**config.mk**
```make
export PLATFORM = sky130hd
export DESIGN_NAME = mccd_decoder
export DESIGN_NICKNAME = d
export VERILOG_FILES = /design/src/design/mccd_pkg.sv /design/src/design/mccd_cmd_rom.sv /design/src/design/mccd_decoder.sv
export SDC_FILE = /design/constraint.sdc
export NUM_CORES = 1
export LEC_CHECK = 0
export BUFFER_PORTS_ARGS = -buffer_cell sky130_fd_sc_hd__buf_2
export CAP_MARGIN = 15
export CORE_MARGIN = 2
export CORE_UTILIZATION = 45
export DETAILED_ROUTE_END_ITERATION = 10
export PLACE_DENSITY = 0.69
export RECOVER_POWER = 50
export SYNTH_ARGS = -nofsm -noshare
export SYNTH_HDL_FRONTEND = slang
export SYNTH_SLANG_ARGS = --single-unit
export TNS_END_PERCENT = 50
```
**constraint.sdc**
```tcl
create_clock -name core_clk -period 1.7 [get_ports core_clk]
set_input_delay 0.255 -clock core_clk [delete_from_list [all_inputs] [get_ports core_clk]]
set_output_delay 0.255 -clock core_clk [all_outputs]
set_load 0.01 [all_outputs]
```
**src/design/mccd_pkg.sv**
```systemverilog
// constants shared by the memory controller command decoder
// assumes nothing beyond a single clock domain
package mccd_pkg;
  // ----------------------------------------------------------------
  // command byte fields
  // ----------------------------------------------------------------
  localparam int CMD_W = 8;
  localparam int BASIC_MSB = 7;
  localparam int BASIC_LSB = 6;
  localparam int SUB_MSB = 5;
  localparam logic [1:0] SUB_SEL = 2'h0;
  // ----------------------------------------------------------------
  // descriptor layout: [7] valid, [6:4] data type, [3:2] start byte, [1] buffered
  // ----------------------------------------------------------------
  localparam int DESC_VALID = 7;
  localparam int DESC_TYPE_MSB = 6;
  localparam int DESC_TYPE_LSB = 4;
  localparam int DESC_BYTE_MSB = 3;
  localparam int DESC_BYTE_LSB = 2;
  localparam int DESC_BUF = 1;
  localparam int DESC_MULTI = 0;
  localparam logic [2:0] TYPE_INCR = 3'h7;
  localparam logic [1:0] BYTE_DONE = 2'h0;
  // ----------------------------------------------------------------
  // buffer and ram sizes
  // ----------------------------------------------------------------
  localparam int BUF_BYTES = 32;
  localparam int MULTI_ENTRIES = 10;
  localparam int MULTI_ENTRY_BYTES = 3;
  localparam int RAM_WORDS = 64;
  localparam int RAM_AW = 6;
  localparam logic [RAM_AW-1:0] BUF_BASE = 6'h20;
  localparam logic [5:0] COUNT_RESET = 6'h00;
  // host status bits
  localparam int STAT_WAIT = 0;
  localparam int STAT_ILLEGAL = 1;
  localparam int STAT_BUSY = 2;
  localparam int STAT_W = 8;
endpackage

```
**src/design/mccd_cmd_rom.sv**
```systemverilog
// fixed command tables, basic and sub-command, each entry two bytes
// purely combinational; the caller registers the result
`timescale 1ns/1ps
`default_nettype none
module mccd_cmd_rom (
  input wire logic [7:0] cmd,
  output logic [7:0] descriptor,
  output logic [7:0] start_low
);
  logic [1:0] basic_index;
  logic [5:0] sub_index;
  logic [15:0] entry;

  assign basic_index = cmd[mccd_pkg::BASIC_MSB:mccd_pkg::BASIC_LSB];
  assign sub_index = cmd[mccd_pkg::SUB_MSB:0];

  always_comb begin
    entry = 16'h0000;
    if (basic_index != mccd_pkg::SUB_SEL) begin
      case (basic_index)
        2'h1: entry = 16'hA810;
        2'h2: entry = 16'hAC20;
        2'h3: entry = 16'h8030;
        default: entry = 16'h0000;
      endcase
    end else begin
      case (sub_index)
        6'h01: entry = 16'h8040;
        6'h02: entry = 16'hC250;
        6'h03: entry = 16'hC361;
        6'h04: entry = 16'hF470;
        default: entry = 16'h0000;
      endcase
    end
  end

  assign descriptor = entry[15:8];
  assign start_low = entry[7:0];
endmodule
`default_nettype wire

```
**src/design/mccd_decoder.sv**
```systemverilog
// command interpreter and data receiver of the memory controller
// host writes bytes through a byte buffer; executor handshakes on exec_*
`timescale 1ns/1ps
`default_nettype none
module mccd_decoder #(
  parameter int BUF_BYTES = mccd_pkg::BUF_BYTES,
  parameter int MULTI_ENTRIES = mccd_pkg::MULTI_ENTRIES
) (
  input wire logic core_clk,
  input wire logic resetn,
  input wire logic host_byte_buffer_valid,
  input wire logic host_byte_buffer_is_cmd,
  input wire logic [7:0] host_byte_buffer_data,
  input wire logic exec_done,
  input wire logic exec_more,
  input wire logic [7:0] exec_mem_status,
  output logic host_byte_buffer_ready,
  output logic [7:0] host_status,
  output logic [7:0] mem_status,
  output logic exec_start,
  output logic [7:0] exec_start_low,
  output logic [7:0] exec_cmd,
  output logic [5:0] buf_count,
  output logic [5:0] buf_pointer,
  output logic buf_full
);
  // ----------------------------------------------------------------
  // reset release
  // ----------------------------------------------------------------
  logic rst_meta;
  logic rst_sync;
  always_ff @(posedge core_clk or negedge resetn) begin
    if (!resetn) begin
      rst_meta <= 1'b0;
      rst_sync <= 1'b0;
    end else begin
      rst_meta <= 1'b1;
      rst_sync <= rst_meta;
    end
  end

  // ----------------------------------------------------------------
  // table lookup
  // ----------------------------------------------------------------
  logic [7:0] rom_desc;
  logic [7:0] rom_low;
  mccd_cmd_rom u_rom (
    .cmd(host_byte_buffer_data),
    .descriptor(rom_desc),
    .start_low(rom_low)
  );

  // data destination table: four bytes per type
  function automatic logic [5:0] dest_lookup(input logic [2:0] dtype, input logic [1:0] bnum);
    logic [5:0] d;
    d = {1'b0, dtype[1:0], 1'b0, bnum};
    return d;
  endfunction

  typedef enum {S_IDLE, S_COLLECT, S_EXEC} mccd_state_type;

  // ----------------------------------------------------------------
  // state
  // ----------------------------------------------------------------
  mccd_state_type state, next_state;
  logic [7:0] desc, next_desc;
  logic [1:0] byte_num, next_byte_num;
  logic [5:0] dest, next_dest;
  logic [5:0] count, next_count;
  logic [5:0] pointer, next_pointer;
  logic [7:0] hstat, next_hstat;
  logic [7:0] mstat, next_mstat;
  logic start, next_start;
  logic [7:0] low, next_low;
  logic [7:0] cmd_q, next_cmd_q;
  logic ready, next_ready;
  logic full, next_full;
  logic [7:0] ram [mccd_pkg::RAM_WORDS];
  logic ram_we;
  logic [5:0] ram_addr;
  logic [5:0] limit;
  logic take;

  assign take = host_byte_buffer_valid && ready;
  assign limit = desc[mccd_pkg::DESC_MULTI] ?
                 6'(MULTI_ENTRIES * mccd_pkg::MULTI_ENTRY_BYTES) : 6'(BUF_BYTES);

  always_comb begin
    next_state = state;
    next_desc = desc;
    next_byte_num = byte_num;
    next_dest = dest;
    next_count = count;
    next_pointer = pointer;
    next_hstat = hstat;
    next_mstat = exec_mem_status;
    next_start = 1'b0;
    next_low = low;
    next_cmd_q = cmd_q;
    next_ready = ready;
    next_full = full;
    ram_we = 1'b0;
    // buffered bytes land at the pointer
    ram_addr = desc[mccd_pkg::DESC_BUF] ? pointer : dest;
    case (state)
      S_IDLE: begin
        if (take && host_byte_buffer_is_cmd) begin
          next_hstat[mccd_pkg::STAT_WAIT] = 1'b0;
          next_hstat[mccd_pkg::STAT_ILLEGAL] = 1'b0;
          next_cmd_q = host_byte_buffer_data;
          next_low = rom_low;
          next_desc = rom_desc;
          next_byte_num = rom_desc[mccd_pkg::DESC_BYTE_MSB:mccd_pkg::DESC_BYTE_LSB];
          next_count = mccd_pkg::COUNT_RESET;
          next_pointer = mccd_pkg::BUF_BASE;
          next_full = 1'b0;
          if (!rom_desc[mccd_pkg::DESC_VALID]) begin
            next_hstat[mccd_pkg::STAT_ILLEGAL] = 1'b1;
            next_hstat[mccd_pkg::STAT_WAIT] = 1'b1;
          end else if (next_byte_num == mccd_pkg::BYTE_DONE) begin
            next_start = 1'b1;
            next_ready = 1'b0;
            next_hstat[mccd_pkg::STAT_BUSY] = 1'b1;
            next_state = S_EXEC;
          end else begin
            if (rom_desc[mccd_pkg::DESC_TYPE_MSB:mccd_pkg::DESC_TYPE_LSB] != mccd_pkg::TYPE_INCR)
              next_dest = dest_lookup(rom_desc[mccd_pkg::DESC_TYPE_MSB:mccd_pkg::DESC_TYPE_LSB],
                                      next_byte_num);
            else
              next_dest = mccd_pkg::BUF_BASE;
            next_state = S_COLLECT;
          end
        end else if (take) begin
          // data while waiting for a command is illegal
          next_hstat[mccd_pkg::STAT_ILLEGAL] = 1'b1;
        end
      end
      S_COLLECT: begin
        if (take && !host_byte_buffer_is_cmd) begin
          ram_we = 1'b1;
          next_byte_num = byte_num + 2'h1;
          if (desc[mccd_pkg::DESC_BUF]) begin
            next_pointer = pointer + 6'h01;
            next_count = count + 6'h01;
            next_full = (count + 6'h01) >= limit;
          end
          if (desc[mccd_pkg::DESC_TYPE_MSB:mccd_pkg::DESC_TYPE_LSB] == mccd_pkg::TYPE_INCR)
            next_dest = dest + 6'h01;
          else
            next_dest = dest_lookup(desc[mccd_pkg::DESC_TYPE_MSB:mccd_pkg::DESC_TYPE_LSB],
                                    next_byte_num);
          // execute when the last byte of the round is in or the buffer is full
          if (next_byte_num == mccd_pkg::BYTE_DONE || next_full) begin
            next_start = 1'b1;
            next_ready = 1'b0;
            next_hstat[mccd_pkg::STAT_BUSY] = 1'b1;
            next_state = S_EXEC;
          end
        end else if (take) begin
          next_hstat[mccd_pkg::STAT_ILLEGAL] = 1'b1;
        end
      end
      S_EXEC: begin
        if (exec_done) begin
          next_ready = 1'b1;
          next_hstat[mccd_pkg::STAT_BUSY] = 1'b0;
          next_hstat[mccd_pkg::STAT_WAIT] = 1'b1;
          next_state = S_IDLE;
        end else if (exec_more && !full) begin
          next_ready = 1'b1;
          next_byte_num = 2'h1;
          // stale destination would overwrite the byte zero slot
          if (desc[mccd_pkg::DESC_TYPE_MSB:mccd_pkg::DESC_TYPE_LSB] != mccd_pkg::TYPE_INCR)
            next_dest = dest_lookup(desc[mccd_pkg::DESC_TYPE_MSB:mccd_pkg::DESC_TYPE_LSB],
                                    2'h1);
          next_state = S_COLLECT;
        end
      end
      default: next_state = S_IDLE;
    endcase
  end

  always_ff @(posedge core_clk or negedge rst_sync) begin
    if (!rst_sync) begin
      state <= S_IDLE;
      desc <= 8'h00;
      byte_num <= 2'h0;
      dest <= 6'h00;
      count <= mccd_pkg::COUNT_RESET;
      pointer <= mccd_pkg::BUF_BASE;
      hstat <= 8'h01;
      mstat <= 8'h00;
      start <= 1'b0;
      low <= 8'h00;
      cmd_q <= 8'h00;
      ready <= 1'b1;
      full <= 1'b0;
    end else begin
      state <= next_state;
      desc <= next_desc;
      byte_num <= next_byte_num;
      dest <= next_dest;
      count <= next_count;
      pointer <= next_pointer;
      hstat <= next_hstat;
      mstat <= next_mstat;
      start <= next_start;
      low <= next_low;
      cmd_q <= next_cmd_q;
      ready <= next_ready;
      full <= next_full;
    end
  end

  // ram has no reset; contents only meaningful once written
  always_ff @(posedge core_clk) begin
    if (ram_we)
      ram[ram_addr] <= host_byte_buffer_data;
  end

  assign host_byte_buffer_ready = ready;
  assign host_status = hstat;
  assign mem_status = mstat;
  assign exec_start = start;
  assign exec_start_low = low;
  assign exec_cmd = cmd_q;
  assign buf_count = count;
  assign buf_pointer = pointer;
  assign buf_full = full;
endmodule
`default_nettype wire

```
==> flow_metrics.py, run 1 <==
metrics = {
    "outcome": {
        "status": "finished, violations left",
        "violations": "setup timing",
    },
    "critical_path": {
        "critPathMaxFanout": 4,
        "end_kind": "register",
        "regToRegSetupSlack_ps": -670,
        "crit_path_start_kind": "register",
        "crit_type": "reg2reg",
        "path_cells": "nand3_2 -> or2_4 -> xnor2_2 -> ha_1 -> o21ai_2 -> a31oi_2 -> nand3_2 -> a32oi_2 -> mux2_4",
        "max_stage_delay_ps": 420,
        "cp_slowest_cell": "dfrtp_2",
        "worstReg2RegStart": "buf_count[0]$_DFFE_PN0P_",
        "critPathRequiredTime_ps": 1890,
        "critPathArrivalTime_ps": 2570,
        "crit_path_frequent_cell": "nand3_2",
        "reg2reg_depth": 9,
        "worstReg2RegEnd": "state[0]$_DFFE_PN0P_",
    },
    "final_layout": {
        "finish.utilization_pct": 67.1,
        "stdcell_area_mm2": 0.00343,
        "layout-drive-gt1-share_pct": 42.5,
        "nets": 399,
        "fillers": 421,
        "n_antenna_cell": 0,
        "syn_to_final_growth_pct": 43.3,
        "final_common_cell": "buf_4",
        "mostFrequentLayoutCells": "buf_4, buf_2, dfrtp_1, nand2_1, ha_1",
    },
    "detailed_routing": {
        "wl_per_cell_um": 14.1,
        "first_iter_violations": 55,
        "vias": 2197,
        "routed_via_density": 5.09,
        "detail-route-antenna-nets": 0,
        "wirelength_mm": 6.09,
        "drtPass1Iterations": 6,
        "drc": 0,
    },
    "timing": {
        "relSlewSlack_pct": 44.0,
        "layout_min_cycle_time_ps": 2370,
        "worst_pin_slew_ps": 840,
        "rsz0062_at_grt": "true",
        "worst_slack_ps": -670,
        "period_share_pct": 139,
        "setup_viol": 8,
        "fin_skew_ps": 7.31,
        "max_freq_mhz": 422,
        "hold_viol": 0,
        "hold_slack_ps": 43.4,
        "slew_viol_final": 0,
    },
    "global_route": {
        "overflow": 0,
        "grt_pass1_vias": 2126,
        "grt_use_total_pct": 20.6,
        "grt_max_degree": 22,
        "grt_antenna_before_repair": 0,
        "grt_pass1_wl_mm": 9.78,
    },
    "pwr": {
        "cellLeakagePower_nw": 1.73,
        "peakVddDrop_mv": 0.647,
        "power.density_mw_per_mm2": 1380,
        "power_mw": 4.72,
    },
    "yosys": {
        "yosysTopAreaCell": "dfrtp_1",
        "ys.flop_type": "dfrtp_1",
        "yosysWarningCount": 0,
        "yosysSeqAreaShare_pct": 47.2,
        "yosysTopAreaCellShare_pct": 43.9,
        "synth-async-reset-ratio_pct": 100,
        "synth_edf_count": 0,
        "yosys_register_bits": 45,
        "syn_area_per_cell_um2": 9.97,
        "synth_cell_types": 50,
        "synth.top_cells.by_area": "dfrtp_1, ha_1, nand2_1",
        "netlist_instances": 240,
        "synth.cell_area_mm2": 0.00239,
    },
    "hold_path": {
        "min_to": "mem_status[0]$_DFF_PN0_",
        "min_from": "exec_mem_status[0]",
        "min_path_type": "in2reg",
        "hold-path-cell-count": 1,
    },
    "cts": {
        "clk_latency_ps": 310,
        "clk_pin_slew_ps": 90,
        "cts.htree.levels": 2,
        "cts_tree": "built",
        "clockBufferDepth": 2,
        "cts.sinks": 45,
        "cts_buffers": 5,
        "root_buffer": "clkbuf_8",
    },
    "die": {
        "rows": 26,
        "die_h_um": 76.9,
        "die-width_um": 76.9,
        "start_util_pct": 46.9,
        "io_pins": 69,
        "coreArea_mm2": 0.00511,
        "dieArea_mm2": 0.00592,
    },
    "placed_design": {
        "placed_area_mm2": 0.00312,
        "place_hpwl_mm": 4.42,
        "pre_cts_slack_ps": -660,
        "routabilityCongestion": 0.878,
        "portBuffers": 59,
    },
    "flow_run": {
        "drv_cap": 0,
    },
}
## registers in the layout, summed over array words and instances (netlist names)
register                flops
buf_count                   6
buf_full                    1
buf_pointer                 6
byte_num                    2
desc                        2
exec_cmd                    8
exec_start                  1
exec_start_low              3
host_byte_buffer_ready      1
host_status                 3
mem_status                  8
rst_meta                    1
rst_sync                    1
state                       2
## cells in the mapped netlist, types with 3 or more instances
cell type,number
mux2_1,4
nand2_1,36
dfstp_2,3
clkbuf_1,4
ha_1,16
o21a_1,3
nor2b_1,5
xnor2_1,4
o21ai_0,11
xor2_1,5
inv_1,13
buf_4,10
nand4_1,3
nor3_1,5
a21oi_1,9
dfrtp_1,42
o21ai_1,8
a22o_1,5
a31oi_1,3
nor2_1,9
a21o_1,3
nand3_1,5
## repair_timing
item / in CTS / in global routing
setup endpoints to repair: 21 / 16
hold buffers: 1 / 0
setup buffers: 8 / 3
resized for setup: 14 / 14
pin swaps: 14 / 13
hold endpoints to repair: 2 / 0
## final cells by class
type | instances | area, µm² | share of cell area, %
multi-input cells | 175 | 1290 | 37.5
flip-flops and latches | 45 | 1130 | 33.1
repair buffers | 120 | 753 | 22.0
well taps | 70 | 87.6 | 2.55
clock buffers | 5 | 68.8 | 2.01
inverters | 14 | 52.6 | 1.53
clock inverters | 3 | 47.5 | 1.39
## report_power, final
| group | switching, mW | leakage, nW | internal, mW |
|---|---|---|---|
| clock network | 0.406 | 0.0591 | 0.449 |
| logic | 1.11 | 1.11 | 1.17 |
| registers | 0.217 | 0.565 | 1.37 |
| total | 1.74 | 1.73 | 2.99 |
## worst max path at each step
stage / slack [ps] / endpoint / startpoint / depth (start not counted)
2_1_floorplan: -600 / state[0]$_DFFE_PN0P_ / buf_count[2]$_DFFE_PN0P_ / 9
3_3_place_gp: -580 / state[0]$_DFFE_PN0P_ / buf_count[1]$_DFFE_PN0P_ / 9
6_report: -670 / state[0]$_DFFE_PN0P_ / buf_count[0]$_DFFE_PN0P_ / 9
4_1_cts: -640 / state[0]$_DFFE_PN0P_ / buf_count[1]$_DFFE_PN0P_ / 9
5_1_grt: -790 / state[0]$_DFFE_PN0P_ / buf_count[0]$_DFFE_PN0P_ / 9
3_5_place_dp: -660 / state[0]$_DFFE_PN0P_ / buf_count[1]$_DFFE_PN0P_ / 9
## layer usage
metal / up-vias / global-route usage, % / routed length [µm]
met4: 0 / 6.18 / 115
met3: 11 / 4.35 / 234
met2: 61 / 35.5 / 3140
li1: 1068 / - / -
met1: 1057 / 26.0 / 2600
met5: - / 0 / 0
## metrics by stage
step,instances,setup TNS (ps)
6_report,432,-3380
5_1_grt,432,-4430
4_1_cts,430,-2940
3_5_place_dp,415,-3810
3_3_place_gp,415,-2950
2_1_floorplan,248,-2400
## critical path, delay by kind of cell (launching register included)
family	cells	cell delay, ps
adder cells (fa/ha/maj)	1	320
flip-flops	1	420
AO/OA/AOI/OAI	3	580
AND/OR/NAND/NOR	3	470
XOR/XNOR	1	150
multiplexers	1	320
## cells by family after synthesis
logic type | Yosys count | share of synthesized area (%)
AND/OR/NAND/NOR | 74 | 15.1
AO/OA/AOI/OAI | 60 | 17.0
XOR/XNOR | 9 | 3.29
flip-flops | 45 | 47.2
multiplexers | 6 | 2.72
other | 2 | 0.314
adder cells (fa/ha/maj) | 16 | 8.36
buffers and inverters | 28 | 5.96
Note: power is estimated with default switching activity, not from simulation.
==> run 2, diff against run 1 <==
Settings changed: CELL_PAD_IN_SITES_DETAIL_PLACEMENT set to 2, CELL_PAD_IN_SITES_GLOBAL_PLACEMENT set to 2, CORE_UTILIZATION 45 to 31, PLACE_DENSITY 0.69 to 0.77.
==> flow_metrics.py, run 2 (same netlist as run 1, synthesis figures left out) <==
metrics = {
    "outcome": {
        "status": "finished, violations left",
        "violations": "setup timing",
    },
    "critical_path": {
        "critPathMaxFanout": 4,
        "crit_type": "reg2reg",
        "end_kind": "register",
        "crit_path_start_kind": "register",
        "critPathRequiredTime_ps": 1940,
        "critPathArrivalTime_ps": 2660,
    },
    "cts": {
        "clockBufferDepth": 2,
        "clk_pin_slew_ps": 90,
        "cts.sinks": 45,
        "clk_latency_ps": 310,
        "cts_buffers": 5,
        "cts_tree": "built",
        "root_buffer": "clkbuf_8",
        "cts.htree.levels": 2,
    },
    "placed_design": {
        "portBuffers": 59,
        "place_hpwl_mm": 6.10,
        "placed_area_mm2": 0.00319,
        "routabilityCongestion": 0.819,
    },
    "detailed_routing": {
        "wl_per_cell_um": 19.0,
        "wl_met1_mm": 3.64,
        "vias": 2283,
        "top_layer": "met4",
        "wirelength_mm": 8.97,
        "routed_via_density": 4.85,
        "drc": 0,
        "wl_met2_mm": 4.93,
        "detail-route-antenna-nets": 0,
        "wl_met3_um": 275,
        "drtPass1Iterations": 4,
        "first_iter_violations": 40,
    },
    "global_route": {
        "grt_pass1_wl_mm": 13.6,
        "overflow": 0,
        "grt_max_degree": 28,
        "grt_pass1_vias": 2574,
        "grt_use_total_pct": 20.7,
        "grt_antenna_before_repair": 0,
    },
    "timing": {
        "rsz0062_at_grt": "true",
        "layout_min_cycle_time_ps": 2410,
        "relSlewSlack_pct": 50.7,
        "hold_viol": 0,
        "period_share_pct": 142,
        "fin_skew_ps": 6.07,
        "setup_viol": 15,
        "slew_viol_final": 0,
        "tns_ps": -4490,
        "worst_slack_ps": -711,
        "max_freq_mhz": 415,
        "worst_pin_slew_ps": 739,
    },
    "die": {
        "rows": 32,
        "dieArea_mm2": 0.00844,
        "io_pins": 69,
        "die-width_um": 91.9,
        "die_h_um": 91.9,
        "coreArea_mm2": 0.00761,
        "start_util_pct": 31.5,
    },
    "pwr": {
        "cellLeakagePower_nw": 1.80,
        "power.density_mw_per_mm2": 1410,
        "peakVddDrop_mv": 0.476,
    },
    "final_layout": {
        "finish.utilization_pct": 47.2,
        "syn_to_final_growth_pct": 50.0,
        "final_common_cell": "buf_4",
        "nets": 406,
        "mostFrequentLayoutCells": "buf_4, buf_2, dfrtp_1, nand2_1, ha_1",
        "layout-drive-gt1-share_pct": 46.9,
        "n_antenna_cell": 0,
        "stdcell_area_mm2": 0.00359,
    },
    "flow_run": {
        "drv_cap": 0,
    },
    "hold_path": {
        "min_path_type": "in2reg",
    },
}
==> run 2: cell count changes in the layout (fill, tap and decap cells not counted), sizes merged <==
cell      previous run  this run
buf                113       124
clkinvlp             0         1
inv                 16        14
clkbuf              11         8
==> run 2: area by class of cell <==
type | instances | area [µm²]
Sequential cell | 45 | 1130
Clock buffer | 6 | 82.6
Timing Repair Buffer | 127 | 827
Inverter | 14 | 52.6
Multi-Input combinational cell | 175 | 1330
Tap cell | 102 | 128
Fill cell | 837 | 4020
Clock inverter | 2 | 37.5
==> run 2: final timing paths <==
kind / startpoint / endpoint / slack (ps) / depth (start not counted)
worst max-delay path: buf_count[1]$_DFFE_PN0P_ / host_byte_buffer_ready$_DFFE_PN1P_ / -710 / 10
worst min-delay path: exec_mem_status[1] / mem_status[1]$_DFF_PN0_ / 40 / 1
worst max register to register: buf_count[1]$_DFFE_PN0P_ / host_byte_buffer_ready$_DFFE_PN1P_ / -710 / 10
worst min register to register: rst_sync$_DFF_PN0_ / exec_cmd[3]$_DFFE_PN0P_ / 300 / 0
max in group asynchronous: rst_sync$_DFF_PN0_ / buf_count[0]$_DFFE_PN0P_ / 190 / 1
min in group asynchronous: resetn / rst_sync$_DFF_PN0_ / 250 / 2
==> run 2: timing repair <==
item | in CTS | in global routing
pin swaps | 10 | 13
hold buffers | 1 | 0
resized for setup | 21 | 24
setup endpoints to repair | 31 | 25
hold endpoints to repair | 2 | 0
setup buffers | 8 | 6
==> run 2: critical path, cell delays in order, from the launching register on <==
cell	delay, ps
dfrtp_2	440
nand3_2	110
or2_4	250
xnor2_2	140
ha_1	340
a22oi_1	230
o211ai_1	170
nand3_2	140
buf_4	130
a31oi_2	80
mux2_4	320
==> run 2: routing by layer <==
metal,global-route usage (%),up-vias
li1,-,1075
met2,38.2,50
met5,0,-
met3,3.45,10
met4,6.72,0
met1,24.3,1148
==> run 2: per-stage QoR <==
step | cells | power (mW) | hold WS [ps] | worst slack (ps)
finish | 471 | 5.07 | 40.8 | -711
CTS | 466 | 4.89 | 34.6 | -652
detailed placement | 450 | 3.73 | 41.9 | -700
floorplan | 248 | 2.66 | -40.6 | -602
global route | 471 | 5.37 | 32.3 | -833
global placement | 450 | 3.59 | 41.5 | -602
==> run 2: report_power, final <==
part           total (mW)  internal [mW]  switching [mW]
sequential           1.61           1.37           0.240
clock               0.884          0.478           0.406
combinational        2.58           1.27            1.30
==> run 3, diff against run 2 <==
Settings changed: ABC_AREA set to 1, CORE_UTILIZATION 31 to 30.
==> flow_metrics.py, run 3 <==
metrics = {
    "global_route": {
        "overflow": 0,
        "grt_max_degree": 25,
        "grt_pass1_wl_mm": 13.0,
        "grt_antenna_before_repair": 0,
        "grt_pass1_vias": 2560,
        "grt_use_total_pct": 19.0,
    },
    "die": {
        "io_pins": 69,
        "rows": 32,
        "coreArea_mm2": 0.00781,
        "dieArea_mm2": 0.00885,
        "die-width_um": 94.1,
        "start_util_pct": 31.2,
        "die_h_um": 94.1,
    },
    "detailed_routing": {
        "routed_via_density": 4.75,
        "first_iter_violations": 29,
        "drc": 0,
        "vias": 2353,
        "wl_per_cell_um": 16.6,
        "drtPass1Iterations": 4,
        "detail-route-antenna-nets": 0,
        "wirelength_mm": 8.24,
    },
    "placed_design": {
        "pre_cts_slack_ps": -490,
        "routabilityCongestion": 0.834,
        "placed_area_mm2": 0.00316,
        "portBuffers": 59,
        "dp_cells": 479,
        "place_hpwl_mm": 5.91,
    },
    "critical_path": {
        "crit_type": "reg2reg",
        "critPathArrivalTime_ps": 2380,
        "cp_slowest_cell": "dfrtp_2",
        "reg2reg_depth": 12,
        "path_cells": "ha_4 -> buf_4 -> xor2_2 -> ha_1 -> nand2_1 -> nor2_2 -> nand2_1 -> nand3_2 -> nand2_4 -> buf_4 -> buf_6 -> o31ai_4",
        "worstReg2RegStart": "buf_count[1]$_DFFE_PN0P_",
        "max_stage_delay_ps": 460,
        "critPathRequiredTime_ps": 1910,
        "end_kind": "register",
        "crit_path_start_kind": "register",
        "startpoint": "buf_count[1]$_DFFE_PN0P_",
        "critPathMaxFanout": 3,
    },
    "timing": {
        "rsz0062_at_grt": "true",
        "slew_viol_final": 0,
        "layout_min_cycle_time_ps": 2170,
        "hold_viol": 0,
        "tns_ps": -2660,
        "hold_slack_ps": 52.1,
        "worst_slack_ps": -466,
        "max_freq_mhz": 462,
        "worst_pin_slew_ps": 830,
        "period_share_pct": 127,
        "fin_skew_ps": 10.3,
        "setup_viol": 11,
        "relSlewSlack_pct": 44.7,
    },
    "pwr": {
        "power_mw": 1.99,
        "peakVddDrop_mv": 0.299,
        "power.density_mw_per_mm2": 575,
        "cellLeakagePower_nw": 1.81,
    },
    "final_layout": {
        "finish.utilization_pct": 44.3,
        "mostFrequentLayoutCells": "buf_2, nand2_1, buf_4, dfrtp_1, inv_1",
        "final-instance-count-excl-fill": 495,
        "n_antenna_cell": 0,
        "fillers": 883,
        "nets": 430,
        "stdcell_area_mm2": 0.00346,
        "layout-drive-gt1-share_pct": 41.2,
        "syn_to_final_growth_pct": 42.1,
        "final_common_cell": "buf_2",
    },
    "cts": {
        "cts.htree.levels": 2,
        "clockBufferDepth": 2,
        "cts_tree": "built",
        "clk_latency_ps": 310,
        "root_buffer": "clkbuf_8",
        "clk_pin_slew_ps": 90,
        "cts.sinks": 45,
        "cts_buffers": 5,
    },
    "yosys": {
        "syn_area_per_cell_um2": 8.69,
        "yosysTopAreaCell": "dfrtp_1",
        "synth.cell_area_mm2": 0.00243,
        "synth_edf_count": 0,
        "synth_most_common_cell": "nand2_1",
        "synthTopCellsByCount": "nand2_1, dfrtp_1, inv_1",
        "synth-async-reset-ratio_pct": 100,
        "synth_cell_types": 38,
        "yosysWarningCount": 0,
        "yosysTopAreaCellShare_pct": 43.2,
        "synth.top_cells.by_area": "dfrtp_1, nand2_1, ha_1",
        "ys.flop_type": "dfrtp_1",
        "netlist_instances": 280,
        "yosys_register_bits": 45,
        "yosysSeqAreaShare_pct": 46.4,
    },
    "flow_run": {
        "drv_cap": 0,
    },
    "hold_path": {
        "hold-path-cell-count": 1,
        "min_from": "exec_mem_status[7]",
        "min_path_type": "in2reg",
    },
    "outcome": {
        "status": "finished, violations left",
        "violations": "setup timing",
    },
}
## run 3: cell types whose count changed after synthesis, moves of 8 or more
cell	change
nand2_1	+23
inv_1	+20
nand3_1	+14
nor2_1	+13
o21ai_1	-8
## run 3: kinds of logic after synthesis
kind of cell | Yosys count | synth area share [%]
compound gates | 35 | 8.84
fa+ha+maj | 16 | 8.23
simple gates | 124 | 23.4
mux | 2 | 0.823
other cells | 2 | 0.309
xor+xnor | 6 | 2.16
flops | 45 | 46.4
buf+inv | 50 | 9.77
## run 3: critical path, delay by kind of cell, from the launching register on
family,cells,cell delay [ps]
flops,1,460
buf+inv,3,380
compound gates,1,170
simple gates,5,440
xor+xnor,1,160
fa+ha+maj,2,480
## run 3: metal layers
layer	vias to the layer above	GRT usage [%]	routed length, µm
li1	1114	-	-
met1	1189	21.8	3280
met2	42	36.1	4610
met3	8	3.53	267
met4	0	4.11	82
met5	-	0	0
## run 3: power by group
group | internal, mW | switching (mW) | leakage, nW
registers | 1.08 | 0.0131 | 0.570
clock network | 0.336 | 0.414 | 0.0478
logic | 0.0519 | 0.0909 | 1.20
total | 1.47 | 0.518 | 1.81
## run 3: layout make-up
type,instances,area (µm²),area share [%]
clock inverters,2,16.3,0.470
well taps,102,128,3.69
repair buffers,110,681,19.7
flip-flops and latches,45,1130,32.8
multi-input cells,193,1280,36.9
inverters,37,140,4.05
clock buffers,6,82.6,2.39
## run 3: path summary, 6_finish.rpt
kind	slack [ps]	end
max	-470	buf_full$_DFFE_PN0P_
min	50	mem_status[7]$_DFF_PN0_
max reg2reg	-470	buf_full$_DFFE_PN0P_
min reg2reg	340	exec_cmd[0]$_DFFE_PN0P_
max in group asynchronous	160	buf_count[2]$_DFFE_PN0P_
min in group asynchronous	250	rst_sync$_DFF_PN0_
## run 3: timing repair
action / CTS / global route
setup endpoints to repair: 14 / 23
setup buffers: 7 / 1
endpoints found under the hold margin: 2 / 0
hold buffers: 1 / 0
gates resized for setup: 17 / 16
pin swaps: 17 / 11
